**src/hdl/mipu_pkg.sv**
```systemverilog
package mipu_pkg;
  localparam int NUM_SRC = 8;
  localparam logic [2:0] LVL_OFF = 3'h0;
  localparam logic [2:0] LVL_MAX = 3'h7;
  localparam logic [19:0] INFO_ADDR = 20'h00000;
  localparam int ENTRY_NS = 160;
  localparam int CLK_NS = 8;
  localparam int ENTRY_CYC = ENTRY_NS / CLK_NS;
  localparam logic [4:0] ENTRY_LAST = 5'(ENTRY_CYC - 1);
  localparam logic [5:0] SWI_LO = 6'h20;
  // flag register bit positions
  localparam int FLG_D = 2;
  localparam int FLG_I = 6;
  localparam int FLG_U = 7;
  localparam logic [15:0] FLG_RST = 16'h0000;
  localparam logic [3:0] STEP_RD = 4'h0;
  localparam logic [3:0] STEP_W0 = 4'h3;
  localparam logic [3:0] STEP_W1 = 4'h5;
  localparam logic [3:0] STEP_W2 = 4'h7;
  localparam logic [3:0] STEP_W3 = 4'h9;
  localparam int AW = 32;
  localparam logic [7:0] OFF_CTRL = 8'h00;
  localparam logic [7:0] OFF_LEVEL = 8'h04;
  localparam logic [7:0] OFF_PEND = 8'h08;
  localparam logic [7:0] OFF_STAT = 8'h0C;
  localparam logic [7:0] OFF_SAVE = 8'h10;
  typedef enum logic [1:0] {SPC_NONE, SPC_WDT, SPC_LOW} mipu_spc_t;
  typedef struct packed {
    logic [19:0] addr;
    logic [7:0] data;
    logic rd;
    logic wr;
  } mipu_bus_t;
endpackage

```
**src/hdl/mipu_top.sv**
```systemverilog
// Decided for this implementation: the register addresses and the AXI4-Lite slave port.
`timescale 1ns/1ps
module mipu_top
  import mipu_pkg::*;
(
  input wire logic aclk,
  input wire logic aresetn,
  input wire logic [NUM_SRC-1:0] src_req,
  input wire logic instr_done,
  input wire logic instr_suspendable,
  input wire logic swi_exec,
  input wire logic [5:0] swi_num,
  input wire logic spc_wdt,
  input wire logic spc_low,
  input wire logic ret_exec,
  input wire logic [15:0] ret_flags,
  input wire logic [19:0] ret_pc,
  input wire logic [19:0] cur_pc,
  input wire logic [19:0] sp,
  input wire logic [19:0] vec_pc,
  output logic entry_busy,
  output logic entry_start,
  output logic routine_go,
  output logic [5:0] entry_num,
  output logic [15:0] flags,
  output logic [2:0] proc_level,
  output logic [19:0] pc_load,
  output mipu_bus_t cpu_bus,
  input wire logic [AW-1:0] s_axi_awaddr,
  input wire logic s_axi_awvalid,
  output logic s_axi_awready,
  input wire logic [31:0] s_axi_wdata,
  input wire logic [3:0] s_axi_wstrb,
  input wire logic s_axi_wvalid,
  output logic s_axi_wready,
  output logic [1:0] s_axi_bresp,
  output logic s_axi_bvalid,
  input wire logic s_axi_bready,
  input wire logic [AW-1:0] s_axi_araddr,
  input wire logic s_axi_arvalid,
  output logic s_axi_arready,
  output logic [31:0] s_axi_rdata,
  output logic [1:0] s_axi_rresp,
  output logic s_axi_rvalid,
  input wire logic s_axi_rready
);
  logic [NUM_SRC-1:0] pend_q, req_d1_q;
  logic [2:0] lvl_q [NUM_SRC];
  logic [15:0] flg_q, tmp_q;
  logic [2:0] ipl_q, acc_lvl_q;
  logic [4:0] cnt_q;
  logic busy_q, start_q, go_q;
  logic [5:0] num_q;
  logic swi_q;
  logic [2:0] src_q;
  mipu_spc_t spc_q;
  mipu_bus_t bus_q;
  logic [19:0] pc_q, savepc_q;
  logic [AW-1:0] awa_q;
  logic [31:0] wd_q;
  logic [3:0] ws_q;
  logic aw_have_q, w_have_q, bv_q, arr_q, rv_q;
  logic [31:0] rd_q;
  logic [1:0] rresp_q;

  function automatic logic lvl_ok(input logic [2:0] l, input logic [2:0] p);
    lvl_ok = (l != LVL_OFF) && (l > p);
  endfunction

  // arbitration: highest level, lowest index on ties
  logic [2:0] best_lvl;
  logic [2:0] best_idx;
  logic best_any;
  always_comb
  begin
    best_lvl = LVL_OFF;
    best_idx = 3'h0;
    best_any = 1'b0;
    for (int i = 0; i < NUM_SRC; i++)
    begin
      if (pend_q[i] && lvl_ok(lvl_q[i], ipl_q) &&
          (!best_any || lvl_q[i] > best_lvl))
      begin
        best_any = 1'b1;
        best_lvl = lvl_q[i];
        best_idx = 3'(i);
      end
    end
  end

  wire mask_ok = flg_q[FLG_I];
  wire at_boundary = instr_done || instr_suspendable;
  wire spc_any = spc_wdt || spc_low;
  wire take_spc = !busy_q && at_boundary && spc_any;
  wire take_swi = !busy_q && swi_exec && !take_spc;
  wire take_mask = !busy_q && at_boundary && !spc_any && !swi_exec &&
                   mask_ok && best_any;
  wire take_any = take_spc || take_swi || take_mask;
  wire clr_step = busy_q && (cnt_q == 5'(STEP_RD)) && !swi_q &&
                  spc_q == SPC_NONE;
  wire entry_end = busy_q && (cnt_q == ENTRY_LAST);
  wire [NUM_SRC-1:0] req_rise = src_req & ~req_d1_q;
  wire [15:0] save_word = {savepc_q[19:16], acc_lvl_q, 1'b0, tmp_q[7:0]};

  // axi write decode
  wire wr_fire = aw_have_q && w_have_q && !bv_q;
  wire [7:0] wr_off = awa_q[7:0];
  wire wr_lvl = wr_fire && wr_off == OFF_LEVEL;
  wire wr_pend = wr_fire && wr_off == OFF_PEND && ws_q[0];
  wire wr_hit = wr_off == OFF_CTRL || wr_off == OFF_LEVEL ||
                wr_off == OFF_PEND;
  wire [7:0] rd_off = s_axi_araddr[7:0];
  logic [31:0] lvl_pack;
  always_comb
  begin
    lvl_pack = 32'h0;
    for (int i = 0; i < NUM_SRC; i++)
      lvl_pack[i*4 +: 3] = lvl_q[i];
  end
  wire [31:0] rd_mux =
    rd_off == OFF_CTRL  ? {24'h0, 1'b0, ipl_q, 3'h0, flg_q[FLG_I]} :
    rd_off == OFF_LEVEL ? lvl_pack :
    rd_off == OFF_PEND  ? {24'h0, pend_q} :
    rd_off == OFF_STAT  ? {16'h0, 1'b0, num_q, 3'h0, busy_q, cnt_q} :
    rd_off == OFF_SAVE  ? {16'h0, flg_q} : 32'h0;
  wire rd_hit = rd_off <= OFF_SAVE && rd_off[1:0] == 2'h0;

  // pending flags, set wins over clear
  always_ff @(posedge aclk)
  begin
    if (!aresetn)
    begin
      pend_q <= '0;
      req_d1_q <= '0;
    end
    else
    begin
      req_d1_q <= src_req;
      for (int i = 0; i < NUM_SRC; i++)
      begin
        if (req_rise[i])
          pend_q[i] <= 1'b1;
        else if (clr_step && src_q == 3'(i))
          pend_q[i] <= 1'b0;
        else if (wr_pend && !wd_q[i])
          pend_q[i] <= 1'b0;
      end
    end
  end

  always_ff @(posedge aclk)
  begin
    if (!aresetn)
      for (int i = 0; i < NUM_SRC; i++)
        lvl_q[i] <= LVL_OFF;
    else if (wr_lvl)
      for (int i = 0; i < NUM_SRC; i++)
        if (ws_q[i/2])
          lvl_q[i] <= wd_q[i*4 +: 3];
  end

  // entry sequencer and flags
  always_ff @(posedge aclk)
  begin
    if (!aresetn)
    begin
      flg_q <= FLG_RST;
      tmp_q <= FLG_RST;
      ipl_q <= LVL_OFF;
      acc_lvl_q <= LVL_OFF;
      cnt_q <= 5'h0;
      busy_q <= 1'b0;
      start_q <= 1'b0;
      go_q <= 1'b0;
      num_q <= 6'h0;
      swi_q <= 1'b0;
      src_q <= 3'h0;
      spc_q <= SPC_NONE;
      pc_q <= 20'h0;
      savepc_q <= 20'h0;
    end
    else
    begin
      start_q <= take_any;
      go_q <= entry_end;
      if (take_any)
      begin
        busy_q <= 1'b1;
        cnt_q <= 5'h0;
        tmp_q <= flg_q;
        savepc_q <= cur_pc;
        swi_q <= take_swi;
        src_q <= best_idx;
        spc_q <= take_spc ? (spc_wdt ? SPC_WDT : SPC_LOW) : SPC_NONE;
        num_q <= take_swi ? swi_num : {3'h0, best_idx};
        acc_lvl_q <= take_spc ? LVL_MAX : (take_swi ? ipl_q : best_lvl);
        flg_q[FLG_I] <= 1'b0;
        flg_q[FLG_D] <= 1'b0;
        if (!(take_swi && swi_num >= SWI_LO))
          flg_q[FLG_U] <= 1'b0;
      end
      else if (busy_q)
      begin
        cnt_q <= cnt_q + 5'h1;
        if (cnt_q == 5'(STEP_W3) + 5'h1)
          ipl_q <= acc_lvl_q;
        if (entry_end)
        begin
          busy_q <= 1'b0;
          pc_q <= vec_pc;
        end
      end
      else if (ret_exec)
      begin
        flg_q <= ret_flags;
        ipl_q <= ret_flags[14:12];
        pc_q <= ret_pc;
      end
    end
  end

  // byte-wide stack writes: high word then pc low
  always_ff @(posedge aclk)
  begin
    if (!aresetn)
      bus_q <= '0;
    else
    begin
      bus_q <= '0;
      if (busy_q)
        case (cnt_q[3:0])
          STEP_RD: bus_q <= '{INFO_ADDR, 8'h0, 1'b1, 1'b0};
          STEP_W0: bus_q <= '{sp - 20'h2, save_word[7:0], 1'b0, 1'b1};
          STEP_W1: bus_q <= '{sp - 20'h1, save_word[15:8], 1'b0, 1'b1};
          STEP_W2: bus_q <= '{sp - 20'h4, savepc_q[7:0], 1'b0, 1'b1};
          STEP_W3: bus_q <= '{sp - 20'h3, savepc_q[15:8], 1'b0, 1'b1};
          default: bus_q <= '0;
        endcase
    end
  end

  // axi-lite slave
  always_ff @(posedge aclk)
  begin
    if (!aresetn)
    begin
      awa_q <= '0;
      wd_q <= '0;
      ws_q <= '0;
      aw_have_q <= 1'b0;
      w_have_q <= 1'b0;
      bv_q <= 1'b0;
      arr_q <= 1'b0;
      rv_q <= 1'b0;
      rd_q <= '0;
      rresp_q <= 2'h0;
    end
    else
    begin
      if (s_axi_awvalid && !aw_have_q)
      begin
        awa_q <= s_axi_awaddr;
        aw_have_q <= 1'b1;
      end
      if (s_axi_wvalid && !w_have_q)
      begin
        wd_q <= s_axi_wdata;
        ws_q <= s_axi_wstrb;
        w_have_q <= 1'b1;
      end
      if (wr_fire)
        bv_q <= 1'b1;
      if (bv_q && s_axi_bready)
      begin
        bv_q <= 1'b0;
        aw_have_q <= 1'b0;
        w_have_q <= 1'b0;
      end
      arr_q <= s_axi_arvalid && !arr_q && !rv_q;
      if (s_axi_arvalid && arr_q)
      begin
        rv_q <= 1'b1;
        rd_q <= rd_hit ? rd_mux : 32'h0;
        rresp_q <= rd_hit ? 2'h0 : 2'h2;
      end
      else if (rv_q && s_axi_rready)
        rv_q <= 1'b0;
    end
  end

  logic [1:0] bresp_q;
  always_ff @(posedge aclk)
  begin
    if (!aresetn)
      bresp_q <= 2'h0;
    else if (wr_fire)
      bresp_q <= wr_hit ? 2'h0 : 2'h2;
  end

  assign entry_busy = busy_q;
  assign entry_start = start_q;
  assign routine_go = go_q;
  assign entry_num = num_q;
  assign flags = flg_q;
  assign proc_level = ipl_q;
  assign pc_load = pc_q;
  assign cpu_bus = bus_q;
  assign s_axi_awready = !aw_have_q;
  assign s_axi_wready = !w_have_q;
  assign s_axi_bvalid = bv_q;
  assign s_axi_bresp = bresp_q;
  assign s_axi_arready = arr_q;
  assign s_axi_rvalid = rv_q;
  assign s_axi_rdata = rd_q;
  assign s_axi_rresp = rresp_q;
endmodule

```
**config.mk**
```make
export PLATFORM = sky130hd
export DESIGN_NAME = mipu_top
export DESIGN_NICKNAME = d
export VERILOG_FILES = /design/src/hdl/mipu_pkg.sv /design/src/hdl/mipu_top.sv
export SDC_FILE = /design/constraint.sdc
export NUM_CORES = 1
export LEC_CHECK = 0
export BUFFER_PORTS_ARGS = -buffer_cell sky130_fd_sc_hd__buf_2
export CAP_MARGIN = 10
export CORE_MARGIN = 2
export CORE_UTILIZATION = 43
export CTS_CLUSTER_SIZE = 16
export DETAILED_ROUTE_END_ITERATION = 8
export PLACE_DENSITY = 0.8
export SYNTH_ARGS = -nofsm -noshare
export SYNTH_HDL_FRONTEND = slang
export SYNTH_SLANG_ARGS = --single-unit
export TNS_END_PERCENT = 50
```
**constraint.sdc**
```tcl
create_clock -name aclk -period 23.8 [get_ports aclk]
set_input_delay 4.76 -clock aclk [delete_from_list [all_inputs] [get_ports aclk]]
set_output_delay 4.76 -clock aclk [all_outputs]
set_load 0.01 [all_outputs]
```
# Yosys cells after proc, flatten, opt, wreduce, memory -nomap -nowiden
# Memories as Yosys holds them, arrays and structs flattened.
# Cells that the tools add are included.
# op_classes
n_addsub	5
order_cmp	17
n_eq_ne	23
mux	101
n_bitwise	13
n_reduce_logical	137
# op_table
operator	n
30-bit one-hot mux with 5 select lines	1
31-bit two-way mux	3
3-bit two-way mux	27
1-bit logical AND	65
20-bit two-way mux	3
1-bit two-way mux	56
16-bit two-way mux	3
3-bit nonzero test	16
3-bit > comparator	15
20-bit by 2-bit subtractor with 20-bit output (second input constant)	2
1-bit logical NOT	25
8-bit by 4-bit == test with 1-bit output (second input constant)	3
20-bit by 1-bit subtractor with 20-bit output (second input constant)	1
20-bit by 3-bit subtractor with 20-bit output (second input constant)	1
8-bit by 3-bit == test with 1-bit output (second input constant)	2
8-bit logical NOT	2
8-bit two-way mux	2
1-bit logical OR	13
3-bit == test (second input constant)	4
3-bit AND reduction	4
2-bit two-way mux	5
8-bit bitwise AND	1
4-bit by 3-bit == test with 1-bit output (second input constant)	2
8-bit by 5-bit == test with 1-bit output (second input constant)	1
22 further kinds	39
# totals
register_bits	220
ramBits	24
input_bits	223
output_inout_bits	119
mem_count	1
# mem_list
memory	words	width	read_ports	rd_ports_with_merged_regs	wr	line	text
lvl_q	8	3	8	0	8	mipu_top.sv:48	logic [2:0] lvl_q [NUM_SRC];

# Depth between registers and ports, before layout
# Gate-level depths: netlist of the first run.
# An unclocked memory read counts as a cell.
# depth
word_depth	37
mapped_depth	62
mapped_depth_nobuf	60

# Worst setup path before layout of the first run
# No wires, ideal clock.
# synth_timing
kind	register to register
from	register ipl_q[1] (netlist: proc_level[1])
to	register num_q[1] (netlist: entry_num[1])
setup_ns	0.132
arrival_ns	9.975
required_time_ns	23.668
setup_slack_ns	13.693
path_stages_with_launch	60
n_path_buf	2
synth_period_minus_slack_ns	10.107
cell_sequence	dfxtp_1 > inv_1 > ha_1 > nor2b_4 > o21a_4 > o21ai_4 > or2_2 > ha_1 > a21oi_1 > a32o_1 > and3b_1 > o22a_1 > ha_1 > nor2b_1 > o21ai_0 > a32oi_1 > a21oi_1 > o21ai_0 > (+24 left out) > ha_1 > a21o_1 > a21oi_1 > a31oi_1 > a21oi_2 > nor2_2 > inv_1 > o2bb2ai_2 > ha_1 > a21o_1 > a21oi_1 > a31oi_1 > a31oi_1 > nor2b_1 > buf_2 > a311oi_1 > a211o_1 > a21oi_1
# synth_between
elab_chain_len	34
# synth_rtl
item	line	text
from (decl)	mipu_top.sv:50	logic [2:0] ipl_q, acc_lvl_q;
from (signal assigned)	mipu_top.sv:206	ipl_q <= acc_lvl_q;
from (signal assigned)	mipu_top.sv:216	ipl_q <= ret_flags[14:12];
3-bit > comparator	mipu_top.sv:67	lvl_ok = (l != LVL_OFF) && (l > p);
1-bit logical AND	mipu_top.sv:67	
1-bit logical AND	mipu_top.sv:81	if (pend_q[i] && lvl_ok(lvl_q[i], ipl_q) &&
3-bit two-way mux / 1-bit two-way mux (equally long branches)	mipu_top.sv:81	
3-bit > comparator / 1-bit logical NOT (equally long branches)	mipu_top.sv:82	(!best_any || lvl_q[i] > best_lvl))
1-bit logical OR	mipu_top.sv:82	
1-bit logical AND	mipu_top.sv:81	
3-bit two-way mux / 1-bit two-way mux (equally long branches)	mipu_top.sv:81	
(+18 left out)	-	
1-bit logical AND	mipu_top.sv:81	
3-bit two-way mux / 1-bit two-way mux (equally long branches)	mipu_top.sv:81	
3-bit > comparator / 1-bit logical NOT (equally long branches)	mipu_top.sv:82	
1-bit logical OR	mipu_top.sv:82	
1-bit logical AND	mipu_top.sv:81	
1-bit two-way mux	mipu_top.sv:81	
1-bit logical AND	mipu_top.sv:97	mask_ok && best_any;
1-bit logical OR	mipu_top.sv:98	wire take_any = take_spc || take_swi || take_mask;
to (signal assigned)	mipu_top.sv:195	num_q <= take_swi ? swi_num : {3'h0, best_idx};
to (decl)	mipu_top.sv:53	logic [5:0] num_q;
# Parallel ways exist; a longest one is shown, timed or not.
# A chain may end at the register's enable or synchronous reset.

# Worst setup path in the final report of the first run
# layout_timing
from	register ipl_q[2] (netlist: proc_level[2])
to	register num_q[1] (netlist: entry_num[1])
# Same word-level chain as after synthesis.

==> load_flow_metrics.sql, run 1 <==
INSERT INTO impl_metrics (metric_group, metric, value, unit) VALUES
('route', 'drc_errors', '0', ''),
('finish', 'stdcell_area', '14000', 'um2'),
('power', 'vdd.ir_drop.worst', '0.0000536', 'V'),
('timing', 'count_of_endpoints_failing_setup_in_the_final_report', '0', ''),
('run', 'count_of_maximum_capacitance_violations', '0', ''),
('setup_path', 'cp_slowest_cell', 'sky130_fd_sc_hd__nor2b_1', ''),
('global_route', 'grt_pass1_vias', '10500', ''),
('power', 'report.power.total', '978', 'uW'),
('die', 'core-area', '26800', 'um2'),
('global_route', 'global_route_wire_length_before_repair', '55100', 'um'),
('setup_path', 'critPathMaxFanout', '10', ''),
('logic_synthesis', 'yosys_warning_total', '0', ''),
('logic_synthesis', 'post_synthesis_sequential_element_count', '233', ''),
('route', 'remaining_antenna_violation_count_after_routing', '0', ''),
('timing', 'post-route-min-period', '11.87', 'ns'),
('logic_synthesis', 'yosysTopAreaCellShare', '35.9', '%'),
('finish', 'multi_input_area', '6230', 'um2'),
('timing', 'timing_worst_slew_pin_value', '1.16', 'ns'),
('clocking', 'clockBufferDepth', '3', ''),
('clocking', 'numCtsBuffers', '25', ''),
('finish', 'nNetsFinal', '1877', ''),
('timing', 'timing.hold.ws', '0.406', 'ns'),
('route', 'vias_per_cell', '5.63', ''),
('logic_synthesis', 'post_synth_and_or_nand_nor_area_fraction', '20.0', '%'),
('timing', 'timing.max_slew.rel_slack', '22.1', '%'),
('place', 'numPortBuffers', '281', ''),
('place', 'gp_routability_congestion', '0.940', ''),
('place', 'post-dp-hpwl', '26400', 'um'),
('setup_path', 'crit_path_frequent_cell', 'sky130_fd_sc_hd__ha_1', ''),
('route', 'vias', '11100', ''),
('logic_synthesis', 'post_synth_fa_ha_maj_area_fraction', '5.87', '%'),
('clocking', 'postCtsSetupBuffers', '0', ''),
('timing', 'finalClockSkew', '0.0162', 'ns'),
('setup_path', 'timing.critical_path.to_type', 'flip-flop', ''),
('run_status', 'outcome', 'finished, final reports clean', ''),
('global_route', 'gr-usage-all-layers', '24.1', '%'),
('timing', 'grt_setup_unrepaired', 'no', ''),
('route', 'finalWirelength', '35500', 'um'),
('die', 'boundaryPins', '342', ''),
('logic_synthesis', 'synth_area_per_cell', '8.60', 'um2'),
('setup_path', 'crit_required', '24.27', 'ns'),
('logic_synthesis', 'post_synth_mux_area_share', '4.22', '%'),
('logic_synthesis', 'syn_std_cell_area', '11600', 'um2'),
('die', 'die_height', '169', 'um'),
('global_route', 'overflow_left_after_global_routing', '0', ''),
('finish', 'filler_cell_count', '2524', ''),
('die', 'die_area', '28400', 'um2'),
('worst_hold_path', 'worst_hold_path_type', 'reg2reg', ''),
('place', 'placed_cell_area', '13200', 'um2'),
('timing', 'max_slew_violation_count', '0', ''),
('finish', 'drive_above_1_share', '23.7', '%'),
('clocking', 'root_buffer_cell', 'sky130_fd_sc_hd__clkbuf_16', ''),
('logic_synthesis', 'synth-compound-area-share', '22.5', '%'),
('clocking', 'ctsResizeCount', '0', ''),
('die', 'floorplan.initialDensity', '43.4', '%'),
('clocking', 'cts-hold-fix-buffers', '0', ''),
('clocking', 'worst_skew_late_latency', '0.54', 'ns'),
('logic_synthesis', 'synth_edf_count', '24', ''),
('global_route', 'initial_antenna_violation_count', '3', ''),
('logic_synthesis', 'synth.area.top_cells', 'sky130_fd_sc_hd__dfxtp_1, sky130_fd_sc_hd__nand2_1, sky130_fd_sc_hd__edfxtp_1', ''),
('power', 'power_leakage', '0.00592', 'uW'),
('route', 'drt_pre_antenna_iters', '5', ''),
('clocking', 'numClockSinks', '233', ''),
('route', 'avgRoutedWirePerCell', '18.1', 'um'),
('logic_synthesis', 'synth.lib_cells_used.distinct', '88', ''),
('logic_synthesis', 'synthXorXnorAreaFrac', '0.677', '%'),
('clocking', 'tritoncts', 'built', ''),
('logic_synthesis', 'yosysSeqAreaShare', '42.1', '%'),
('finish', 'mostFrequentLayoutCells', 'sky130_fd_sc_hd__buf_2, sky130_fd_sc_hd__dfxtp_1, sky130_fd_sc_hd__nand2_1', ''),
('die', 'die_w', '169', 'um'),
('global_route', 'grt_max_degree', '81', '');
## per-layer routing
| layer | routed length, um | global-route usage, % | up-vias | part of all wire (%) |
|---|---|---|---|---|
| met5 | 0 | 0 | - | 0 |
| li1 | - | - | 5297 | - |
| met1 | 14900 | 30.8 | 5195 | 42 |
| met2 | 16800 | 40.7 | 460 | 47 |
| met4 | 1480 | 10.3 | 0 | 4.2 |
| met3 | 2410 | 3.51 | 98 | 6.8 |
## registers in the layout (all words and copies together) (netlist names), 2 cells and up
| register | count |
|---|---|
| cnt_q | 5 |
| savepc_q | 20 |
| s_axi_rdata | 28 |
| awa_q | 8 |
| req_d1_q | 8 |
| tmp_q | 8 |
| spc_q | 2 |
| src_q | 3 |
| flags | 16 |
| lvl_q | 24 |
| pend_q | 8 |
| cpu_bus | 30 |
| pc_load | 20 |
| entry_num | 6 |
| ws_q | 4 |
| proc_level | 3 |
| acc_lvl_q | 3 |
| wd_q | 26 |
## power breakdown
group / leakage, uW / switching, uW / internal (uW) / total (uW)
Clock: 0.000391 / 158 / 226 / 384
Combinational: 0.00357 / 95.8 / 63.6 / 159
Sequential: 0.00196 / 18.6 / 417 / 435
## worst paths after layout
check | slack, ns | startpoint | depth (start not counted) | end
worst max-delay path | 11.93 | proc_level[2] | 56 | entry_num[1]
worst min-delay path | 0.41 | req_d1_q[7] | 1 | pend_q[7]
worst max register to register | 11.93 | proc_level[2] | 56 | entry_num[1]
worst min register to register | 0.41 | req_d1_q[7] | 1 | pend_q[7]
## cell usage after synthesis (5+ instances only)
cell type,instances
sky130_fd_sc_hd__a22oi_1,32
sky130_fd_sc_hd__a21o_1,8
sky130_fd_sc_hd__mux2i_1,48
sky130_fd_sc_hd__nand3_1,26
sky130_fd_sc_hd__o21ai_0,38
sky130_fd_sc_hd__a32oi_1,7
sky130_fd_sc_hd__dfxtp_1,209
sky130_fd_sc_hd__and2_1,30
sky130_fd_sc_hd__nor3_1,20
sky130_fd_sc_hd__a221oi_1,9
sky130_fd_sc_hd__nor2b_1,23
sky130_fd_sc_hd__o21a_1,10
sky130_fd_sc_hd__o22ai_1,15
sky130_fd_sc_hd__buf_4,8
sky130_fd_sc_hd__buf_2,13
sky130_fd_sc_hd__a211oi_1,10
sky130_fd_sc_hd__nand2b_1,11
sky130_fd_sc_hd__a211oi_2,20
sky130_fd_sc_hd__ha_1,53
sky130_fd_sc_hd__and3_1,5
sky130_fd_sc_hd__a31oi_1,11
sky130_fd_sc_hd__or3_1,6
sky130_fd_sc_hd__buf_1,7
sky130_fd_sc_hd__a21oi_1,135
sky130_fd_sc_hd__o211ai_1,12
sky130_fd_sc_hd__nand2_1,194
sky130_fd_sc_hd__a311oi_1,8
sky130_fd_sc_hd__edfxtp_1,24
sky130_fd_sc_hd__a22o_1,7
sky130_fd_sc_hd__nand3b_1,5
sky130_fd_sc_hd__inv_1,48
sky130_fd_sc_hd__nor2_1,154
sky130_fd_sc_hd__clkbuf_1,47
sky130_fd_sc_hd__xnor2_1,6
sky130_fd_sc_hd__o21ai_1,5
## critical path, delay by kind of cell (launching register included)
kind	cells	cell delay [ns]
AO/OA/AOI/OAI	37	5.93
adder cells (fa/ha/maj)	8	2.59
AND/OR/NAND/NOR	10	2.50
flip-flops	1	0.46
buffers and inverters	1	0.32
## cell type report
cell class,count,area share (%)
inverter,48,1.30
multi-input combinational,1000,44.4
sequential,233,34.9
antenna,4,0.0713
timing repair buffer,292,10.6
clock buffer,38,5.01
clock inverter,6,0.677
tap,341,3.04
## logic make-up after synthesis
| kind of cell | count (synthesis) |
|---|---|
| other | 1 |
| adder cells (fa/ha/maj) | 54 |
| buffers and inverters | 126 |
| AO/OA/AOI/OAI | 373 |
| multiplexers | 49 |
| XOR/XNOR | 9 |
| AND/OR/NAND/NOR | 509 |
| flip-flops | 233 |
## stage by stage
| stage | setup WS, ns | cells | util (%) |
|---|---|---|---|
| final | 11.93 | 1962 | 52.4 |
| after global routing | 11.19 | 1961 | 52.4 |
| after CTS | 12.15 | 1958 | 52.4 |
| after detailed placement | 12.25 | 1914 | 49.4 |
| after global placement | 12.40 | 1914 | 49.4 |
| after floorplan | 13.69 | 1359 | - |
No activity file was read; power rests on OpenSTA's default activity.
==> inputs of run 2 (changes only) <==
--- a/config.mk
+++ b/config.mk
@@ -11,7 +11,7 @@
 export CORE_UTILIZATION = 43
 export CTS_CLUSTER_SIZE = 16
 export DETAILED_ROUTE_END_ITERATION = 8
-export PLACE_DENSITY = 0.8
+export PLACE_DENSITY = 0.83
 export SYNTH_ARGS = -nofsm -noshare
 export SYNTH_HDL_FRONTEND = slang
 export SYNTH_SLANG_ARGS = --single-unit
==> constraint.sdc (replaced) <==
create_clock -name aclk -period 10.25 [get_ports aclk]
set_input_delay 2.05 -clock aclk [delete_from_list [all_inputs] [get_ports aclk]]
set_output_delay 2.05 -clock aclk [all_outputs]
set_load 0.01 [all_outputs]
==> load_flow_metrics.sql, run 2 (synthesis gave the netlist of run 1 again) <==
INSERT INTO impl_metrics (metric_group, metric, value, unit) VALUES
('route', 'drt_pre_antenna_iters', '7', ''),
('clocking', 'cts_htree_levels', '1', ''),
('place', 'gp_routability_congestion', '0.947', ''),
('route', 'drc_errors', '0', ''),
('route', 'vias_per_cell', '5.72', ''),
('timing', 'finalClockSkew', '0.0415', 'ns'),
('timing', 'max_slew_violation_count', '0', ''),
('global_route', 'grt_pass1_vias', '10900', ''),
('global_route', 'overflow_left_after_global_routing', '0', ''),
('place', 'numPortBuffers', '281', ''),
('route', 'finalWirelength', '38500', 'um'),
('finish', 'mostFrequentLayoutCells', 'sky130_fd_sc_hd__buf_2, sky130_fd_sc_hd__dfxtp_1, sky130_fd_sc_hd__nand2_1', ''),
('setup_path', 'worstRegToRegCells', '56', ''),
('die', 'floorplan.initialDensity', '43.4', '%'),
('place', 'post-dp-hpwl', '27000', 'um'),
('clocking', 'tritoncts', 'built', ''),
('timing', 'hold_violation_total_from_the_final_report', '0', ''),
('die', 'die_area', '28400', 'um2'),
('place', 'placement.setup.worst_slack', '-0.334', 'ns'),
('timing', 'timing_worst_slew_pin_value', '1.12', 'ns'),
('timing', 'finalWorstSetupSlack', '-0.279', 'ns'),
('global_route', 'grt_max_degree', '82', ''),
('die', 'num_rows', '60', ''),
('power', 'vdd.ir_drop.worst', '0.000141', 'V'),
('route', 'avgRoutedWirePerCell', '18.9', 'um'),
('finish', 'final-seq-area', '4910', 'um2'),
('finish', 'final_common_cell', 'sky130_fd_sc_hd__buf_2', ''),
('setup_path', 'critPathMaxFanout', '6', ''),
('setup_path', 'crit_path_frequent_cell', 'sky130_fd_sc_hd__a21oi_2', ''),
('timing', 'post-route-min-period', '10.53', 'ns'),
('setup_path', 'critPathTopFamily', 'compound AO/OA/AOI/OAI gates', ''),
('timing', 'count_of_endpoints_failing_setup_in_the_final_report', '9', ''),
('finish', 'drive_above_1_share', '30.3', '%'),
('setup_path', 'crit_required', '10.62', 'ns'),
('run_status', 'violations', 'setup timing', ''),
('clocking', 'numCtsBuffers', '25', ''),
('global_route', 'initial_antenna_violation_count', '1', ''),
('clocking', 'numClockSinks', '233', ''),
('route', 'vias', '11700', ''),
('worst_hold_path', 'hold_crit_depth', '1', ''),
('clocking', 'root_buffer_cell', 'sky130_fd_sc_hd__clkbuf_16', ''),
('global_route', 'global_route_wire_length_before_repair', '57900', 'um'),
('finish', 'multi_input_area', '6550', 'um2'),
('setup_path', 'critical_path.max_stage_delay', '0.46', 'ns'),
('global_route', 'gr-usage-all-layers', '25.3', '%'),
('finish', 'filler_cell_count', '2355', ''),
('die', 'boundaryPins', '342', ''),
('route', 'remaining_antenna_violation_count_after_routing', '0', ''),
('setup_path', 'timing.critical_path.to_type', 'flip-flop', ''),
('timing', 'timing.max_slew.rel_slack', '25.5', '%'),
('clocking', 'clkSlewWorstSetupHoldPaths', '0.06', 'ns'),
('setup_path', 'cp_data_arrival_time', '10.90', 'ns'),
('route', 'drt_iter0_drc', '1063', ''),
('die', 'core-area', '26800', 'um2'),
('worst_hold_path', 'worst_hold_path_type', 'reg2reg', ''),
('setup_path', 'setup.worst_path.start_class', 'flip-flop', ''),
('finish', 'finish.cell_count_without_fillers', '2039', ''),
('timing', 'tns', '-1.43', 'ns'),
('place', 'numPlacedInstances', '1948', ''),
('setup_path', 'worst-setup-path-type', 'reg2reg', ''),
('clocking', 'cts-hold-fix-buffers', '0', ''),
('power', 'power_leakage', '0.00637', 'uW'),
('timing', 'final.period_utilization', '103', '%'),
('setup_path', 'cp_slowest_cell', 'sky130_fd_sc_hd__edfxtp_1', ''),
('setup_path', 'path_depth', '56', ''),
('die', 'die_w', '169', 'um'),
('finish', 'nNetsFinal', '1956', ''),
('timing', 'max_freq', '95.0', 'MHz'),
('setup_path', 'timing.critical_path.buf_inv', '4', ''),
('clocking', 'worst_skew_late_latency', '0.55', 'ns'),
('finish', 'areaGrowthSynthToFinish', '28.6', '%'),
('run_status', 'outcome', 'finished with violations', ''),
('die', 'die_height', '169', 'um'),
('run', 'count_of_maximum_capacitance_violations', '0', ''),
('finish', 'largest_register_ff_count', '30', ''),
('power', 'power_density', '159', 'nW/um2'),
('clocking', 'clockBufferDepth', '3', ''),
('timing', 'grt_setup_unrepaired', 'yes', '');
run 2: changes by cell type in the layout (fill, tap and decap cells not counted), sizes merged:
cell / change
bufinv: -1
clkinv: +1
buf: +79
clkinvlp: +1
clkbuf: -3
inv: +3
diode: -3
run 2: final timing paths:
path / from / slack, ns / end
setup / recovery: lvl_q[0][1] / -0.28 / acc_lvl_q[1]
hold / removal: req_d1_q[0] / 0.43 / pend_q[0]
setup reg to reg: lvl_q[0][1] / -0.28 / acc_lvl_q[1]
hold reg to reg: req_d1_q[0] / 0.43 / pend_q[0]
run 2: cell type report:
type	instances	area share, %
multi-input cells	1000	43.7
flip-flops and latches	233	32.8
repair buffers	371	14.2
clock buffers	35	4.63
well taps	341	2.85
inverters	48	1.22
clock inverters	10	0.627
diodes	1	0.0167
run 2: stage by stage:
step	power (uW)	util [%]	area, um2	hold WS, ns
2_1_floorplan	1270	-	11700	0.388
3_3_place_gp	1400	50.3	13500	0.394
3_5_place_dp	1420	50.3	13500	0.415
4_1_cts	2330	54.6	14600	0.428
5_1_grt	2470	55.9	15000	0.432
6_report	2380	55.9	15000	0.429
run 2: timing repair:
| item | CTS | global route |
|---|---|---|
| pin swaps | 23 | 40 |
| buffers inserted | 34 | 13 |
| cloned | 0 | 0 |
| setup endpoints to repair | 9 | 9 |
| resized for setup | 24 | 47 |
run 2: where the power goes:
group | leakage, uW | switching [uW] | internal [uW] | total [uW]
Clock | 0.000386 | 378 | 501 | 879
Sequential | 0.00196 | 43.2 | 968 | 1010
Combinational | 0.00403 | 267 | 222 | 490
Total | 0.00637 | 689 | 1690 | 2380
run 2: worst reg2reg max path: cells and delay by family (launching register included):
family,cells,cell delay [ns]
and+or+nand+nor,13,2.16
DFF,1,0.46
adders and majority gates,8,2.05
buffers and inverters,4,0.59
muxes,1,0.33
AOI/OAI and AO/OA,30,4.78
run 2: per-layer routing:
layer	up-vias	routed length [um]	global-route usage [%]
li1	5467	-	-
met1	5452	14700	30.3
met2	602	18800	44.9
met3	142	3180	4.42
met4	0	1870	10.7
met5	-	0	0
==> inputs of run 3 (changes only) <==
--- a/config.mk
+++ b/config.mk
@@ -5,6 +5,7 @@
 export SDC_FILE = /design/constraint.sdc
 export NUM_CORES = 1
 export LEC_CHECK = 0
+export ABC_AREA = 1
 export BUFFER_PORTS_ARGS = -buffer_cell sky130_fd_sc_hd__buf_2
 export CAP_MARGIN = 10
 export CORE_MARGIN = 2
==> load_flow_metrics.sql, run 3 <==
INSERT INTO impl_metrics (metric_group, metric, value, unit) VALUES
('run_status', 'outcome', 'finished, final reports clean', ''),
('timing', 'finalWorstSetupSlack', '0.805', 'ns'),
('finish', 'mostFrequentLayoutCells', 'sky130_fd_sc_hd__nand2_1, sky130_fd_sc_hd__buf_2, sky130_fd_sc_hd__dfxtp_1', ''),
('global_route', 'initial_antenna_violation_count', '4', ''),
('place', 'post-dp-hpwl', '28200', 'um'),
('finish', 'drive_above_1_share', '19.6', '%'),
('logic_synthesis', 'most_numerous_cell_types_in_the_synthesized_netlist', 'sky130_fd_sc_hd__nand2_1, sky130_fd_sc_hd__dfxtp_1, sky130_fd_sc_hd__inv_1, sky130_fd_sc_hd__nor2_1, sky130_fd_sc_hd__a21oi_1', ''),
('global_route', 'grt_pass1_vias', '11100', ''),
('clocking', 'cts_htree_levels', '1', ''),
('timing', 'max_slew_violation_count', '0', ''),
('logic_synthesis', 'syn_std_cell_area', '11700', 'um2'),
('finish', 'largest_register_ff_count', '30', ''),
('setup_path', 'cp_slowest_cell', 'sky130_fd_sc_hd__edfxtp_1', ''),
('die', 'die_area', '28500', 'um2'),
('logic_synthesis', 'synth_edf_count', '24', ''),
('die', 'floorplan.initialDensity', '43.6', '%'),
('clocking', 'cts-hold-fix-buffers', '0', ''),
('setup_path', 'setup.worst_path.start_class', 'flip-flop', ''),
('logic_synthesis', 'synth_ff_type', 'sky130_fd_sc_hd__dfxtp_1', ''),
('place', 'placement.setup.worst_slack', '0.875', 'ns'),
('power', 'vdd.ir_drop.worst', '0.000125', 'V'),
('global_route', 'overflow_left_after_global_routing', '0', ''),
('clocking', 'root_buffer_cell', 'sky130_fd_sc_hd__clkbuf_16', ''),
('die', 'num_rows', '60', ''),
('clocking', 'clockBufferDepth', '3', ''),
('setup_path', 'cp_data_arrival_time', '9.86', 'ns'),
('finish', 'filler_cell_count', '2544', ''),
('route', 'vias', '11700', ''),
('power', 'power_density', '165', 'nW/um2'),
('clocking', 'numCtsBuffers', '25', ''),
('setup_path', 'critical_path.max_stage_delay', '0.48', 'ns'),
('route', 'remaining_antenna_violation_count_after_routing', '0', ''),
('timing', 'count_of_endpoints_failing_setup_in_the_final_report', '0', ''),
('die', 'core-area', '26800', 'um2'),
('timing', 'final.period_utilization', '92.1', '%'),
('route', 'vias_per_cell', '5.31', ''),
('clocking', 'clkSlewWorstSetupHoldPaths', '0.06', 'ns'),
('route', 'finalWirelength', '37000', 'um'),
('power', 'power_leakage', '0.00665', 'uW'),
('route', 'drt_pre_antenna_iters', '8', ''),
('setup_path', 'timing.critical_path.to_type', 'flip-flop', ''),
('global_route', 'gr-usage-all-layers', '25.0', '%'),
('die', 'boundaryPins', '342', ''),
('power', 'report.power.total', '2340', 'uW'),
('timing', 'finalClockSkew', '0.0138', 'ns'),
('timing', 'post-route-min-period', '9.45', 'ns'),
('clocking', 'tritoncts', 'built', ''),
('die', 'die_w', '169', 'um'),
('setup_path', 'timing.reg2reg.setup_slack', '0.80', 'ns'),
('die', 'die_height', '169', 'um'),
('timing', 'timing_worst_slew_pin_value', '1.11', 'ns'),
('logic_synthesis', 'yosys_warning_total', '0', ''),
('clocking', 'worst_skew_late_latency', '0.53', 'ns'),
('finish', 'final-seq-area', '4900', 'um2'),
('clocking', 'numClockSinks', '233', ''),
('route', 'avgRoutedWirePerCell', '16.8', 'um'),
('run', 'count_of_maximum_capacitance_violations', '0', ''),
('setup_path', 'worst-setup-path-type', 'reg2reg', ''),
('logic_synthesis', 'synth.area.top_cells', 'sky130_fd_sc_hd__dfxtp_1, sky130_fd_sc_hd__nand2_1, sky130_fd_sc_hd__edfxtp_1', ''),
('finish', 'util_after_layout', '52.8', '%'),
('global_route', 'grt_max_degree', '93', ''),
('logic_synthesis', 'synthCells', '1587', ''),
('logic_synthesis', 'yosysTopAreaCellShare', '35.8', '%'),
('logic_synthesis', 'synth_area_per_cell', '7.36', 'um2'),
('logic_synthesis', 'yosysSeqAreaShare', '42.0', '%'),
('timing', 'max_freq', '106', 'MHz'),
('setup_path', 'crit_path_frequent_cell', 'sky130_fd_sc_hd__nand2_1', ''),
('logic_synthesis', 'synth_largest_area_cell', 'sky130_fd_sc_hd__dfxtp_1', ''),
('setup_path', 'crit_required', '10.66', 'ns'),
('logic_synthesis', 'post_synthesis_sequential_element_count', '233', ''),
('logic_synthesis', 'ys_async_sr_fraction', '0', '%'),
('route', 'drc_errors', '0', ''),
('timing', 'timing.max_slew.rel_slack', '26.2', '%'),
('timing', 'hold_violation_total_from_the_final_report', '0', ''),
('setup_path', 'critPathMaxFanout', '8', ''),
('place', 'numPortBuffers', '281', ''),
('finish', 'areaGrowthSynthToFinish', '21.1', '%'),
('place', 'gp_routability_congestion', '0.963', ''),
('finish', 'final_common_cell', 'sky130_fd_sc_hd__nand2_1', ''),
('finish', 'multi_input_area', '5710', 'um2'),
('worst_hold_path', 'worst_hold_path_type', 'reg2reg', ''),
('global_route', 'global_route_wire_length_before_repair', '57000', 'um'),
('route', 'drt_iter0_drc', '800', ''),
('finish', 'nNetsFinal', '2124', ''),
('logic_synthesis', 'synth.lib_cells_used.distinct', '54', ''),
('logic_synthesis', 'synth_most_common_cell', 'sky130_fd_sc_hd__nand2_1', '');
[run 3: changes by cell type after synthesis, moves of 11 or more]
cell | before | now
sky130_fd_sc_hd__and2_1 | 30 | 8
sky130_fd_sc_hd__a22oi_1 | 32 | 1
sky130_fd_sc_hd__nand2b_1 | 11 | 0
sky130_fd_sc_hd__inv_1 | 48 | 192
sky130_fd_sc_hd__nand3_1 | 26 | 94
sky130_fd_sc_hd__nor2b_1 | 23 | 0
sky130_fd_sc_hd__mux2i_1 | 48 | 0
sky130_fd_sc_hd__a211oi_2 | 20 | 2
sky130_fd_sc_hd__nand2_1 | 194 | 349
sky130_fd_sc_hd__o21ai_0 | 38 | 111
[run 3: per-layer routing]
metal	routed length [um]	GRT usage (%)	vias up
met1	14700	29.9	5315
met5	15	0	-
li1	-	-	5791
met2	17500	43.5	517
met3	2940	4.44	95
met4	1830	12.3	2
[run 3: critical path: cells and delay by family, from the launching register on]
| kind | cells | cell delay, ns |
|---|---|---|
| compound gates | 14 | 1.72 |
| fa+ha+maj | 8 | 2.40 |
| buf+inv | 5 | 0.55 |
| flops | 1 | 0.48 |
| simple gates | 41 | 4.17 |
[run 3: report_power, final]
part / internal (uW) / switching (uW)
clock network: 555 / 371
logic: 142 / 260
registers: 974 / 35.5
total: 1670 / 666
[run 3: stage by stage]
stage                     area, um2  cells  hold WS (ns)   TNS, ns
after floorplan               11700   1592         0.402         0
after global placement        13300   2159         0.404         0
after detailed placement      13300   2159         0.409         0
after CTS                     14100   2204         0.417         0
after global routing          14100   2207         0.419  -0.00307
final                         14100   2208         0.416         0
[run 3: cell families after synthesis]
| kind of cell | after synthesis | share of synthesized area (%) |
|---|---|---|
| compound gates | 356 | 17.7 |
| simple gates | 671 | 24.5 |
| buf+inv | 265 | 9.40 |
| xor+xnor | 7 | 0.525 |
| fa+ha+maj | 54 | 5.85 |
| flops | 233 | 42.0 |
| other cells | 1 | 0.0321 |
[run 3: final timing paths]
check               from      endpoint  depth (start not counted)
max          lvl_q[0][2]  entry_num[2]                         68
min          req_d1_q[2]     pend_q[2]                          1
max reg2reg  lvl_q[0][2]  entry_num[2]                         68
min reg2reg  req_d1_q[2]     pend_q[2]                          1
[run 3: cell type report]
class	count	share of cell area, %
clock inverters	11	1.02
flip-flops and latches	233	34.7
repair buffers	293	10.6
diodes	2	0.0354
clock buffers	34	4.95
inverters	200	5.35
well taps	341	3.02
multi-input cells	1094	40.4
[run 3: repair_timing]
action                     CTS  global route
setup endpoints to repair    0             5
resized for setup            0             4
buffers inserted             0             2
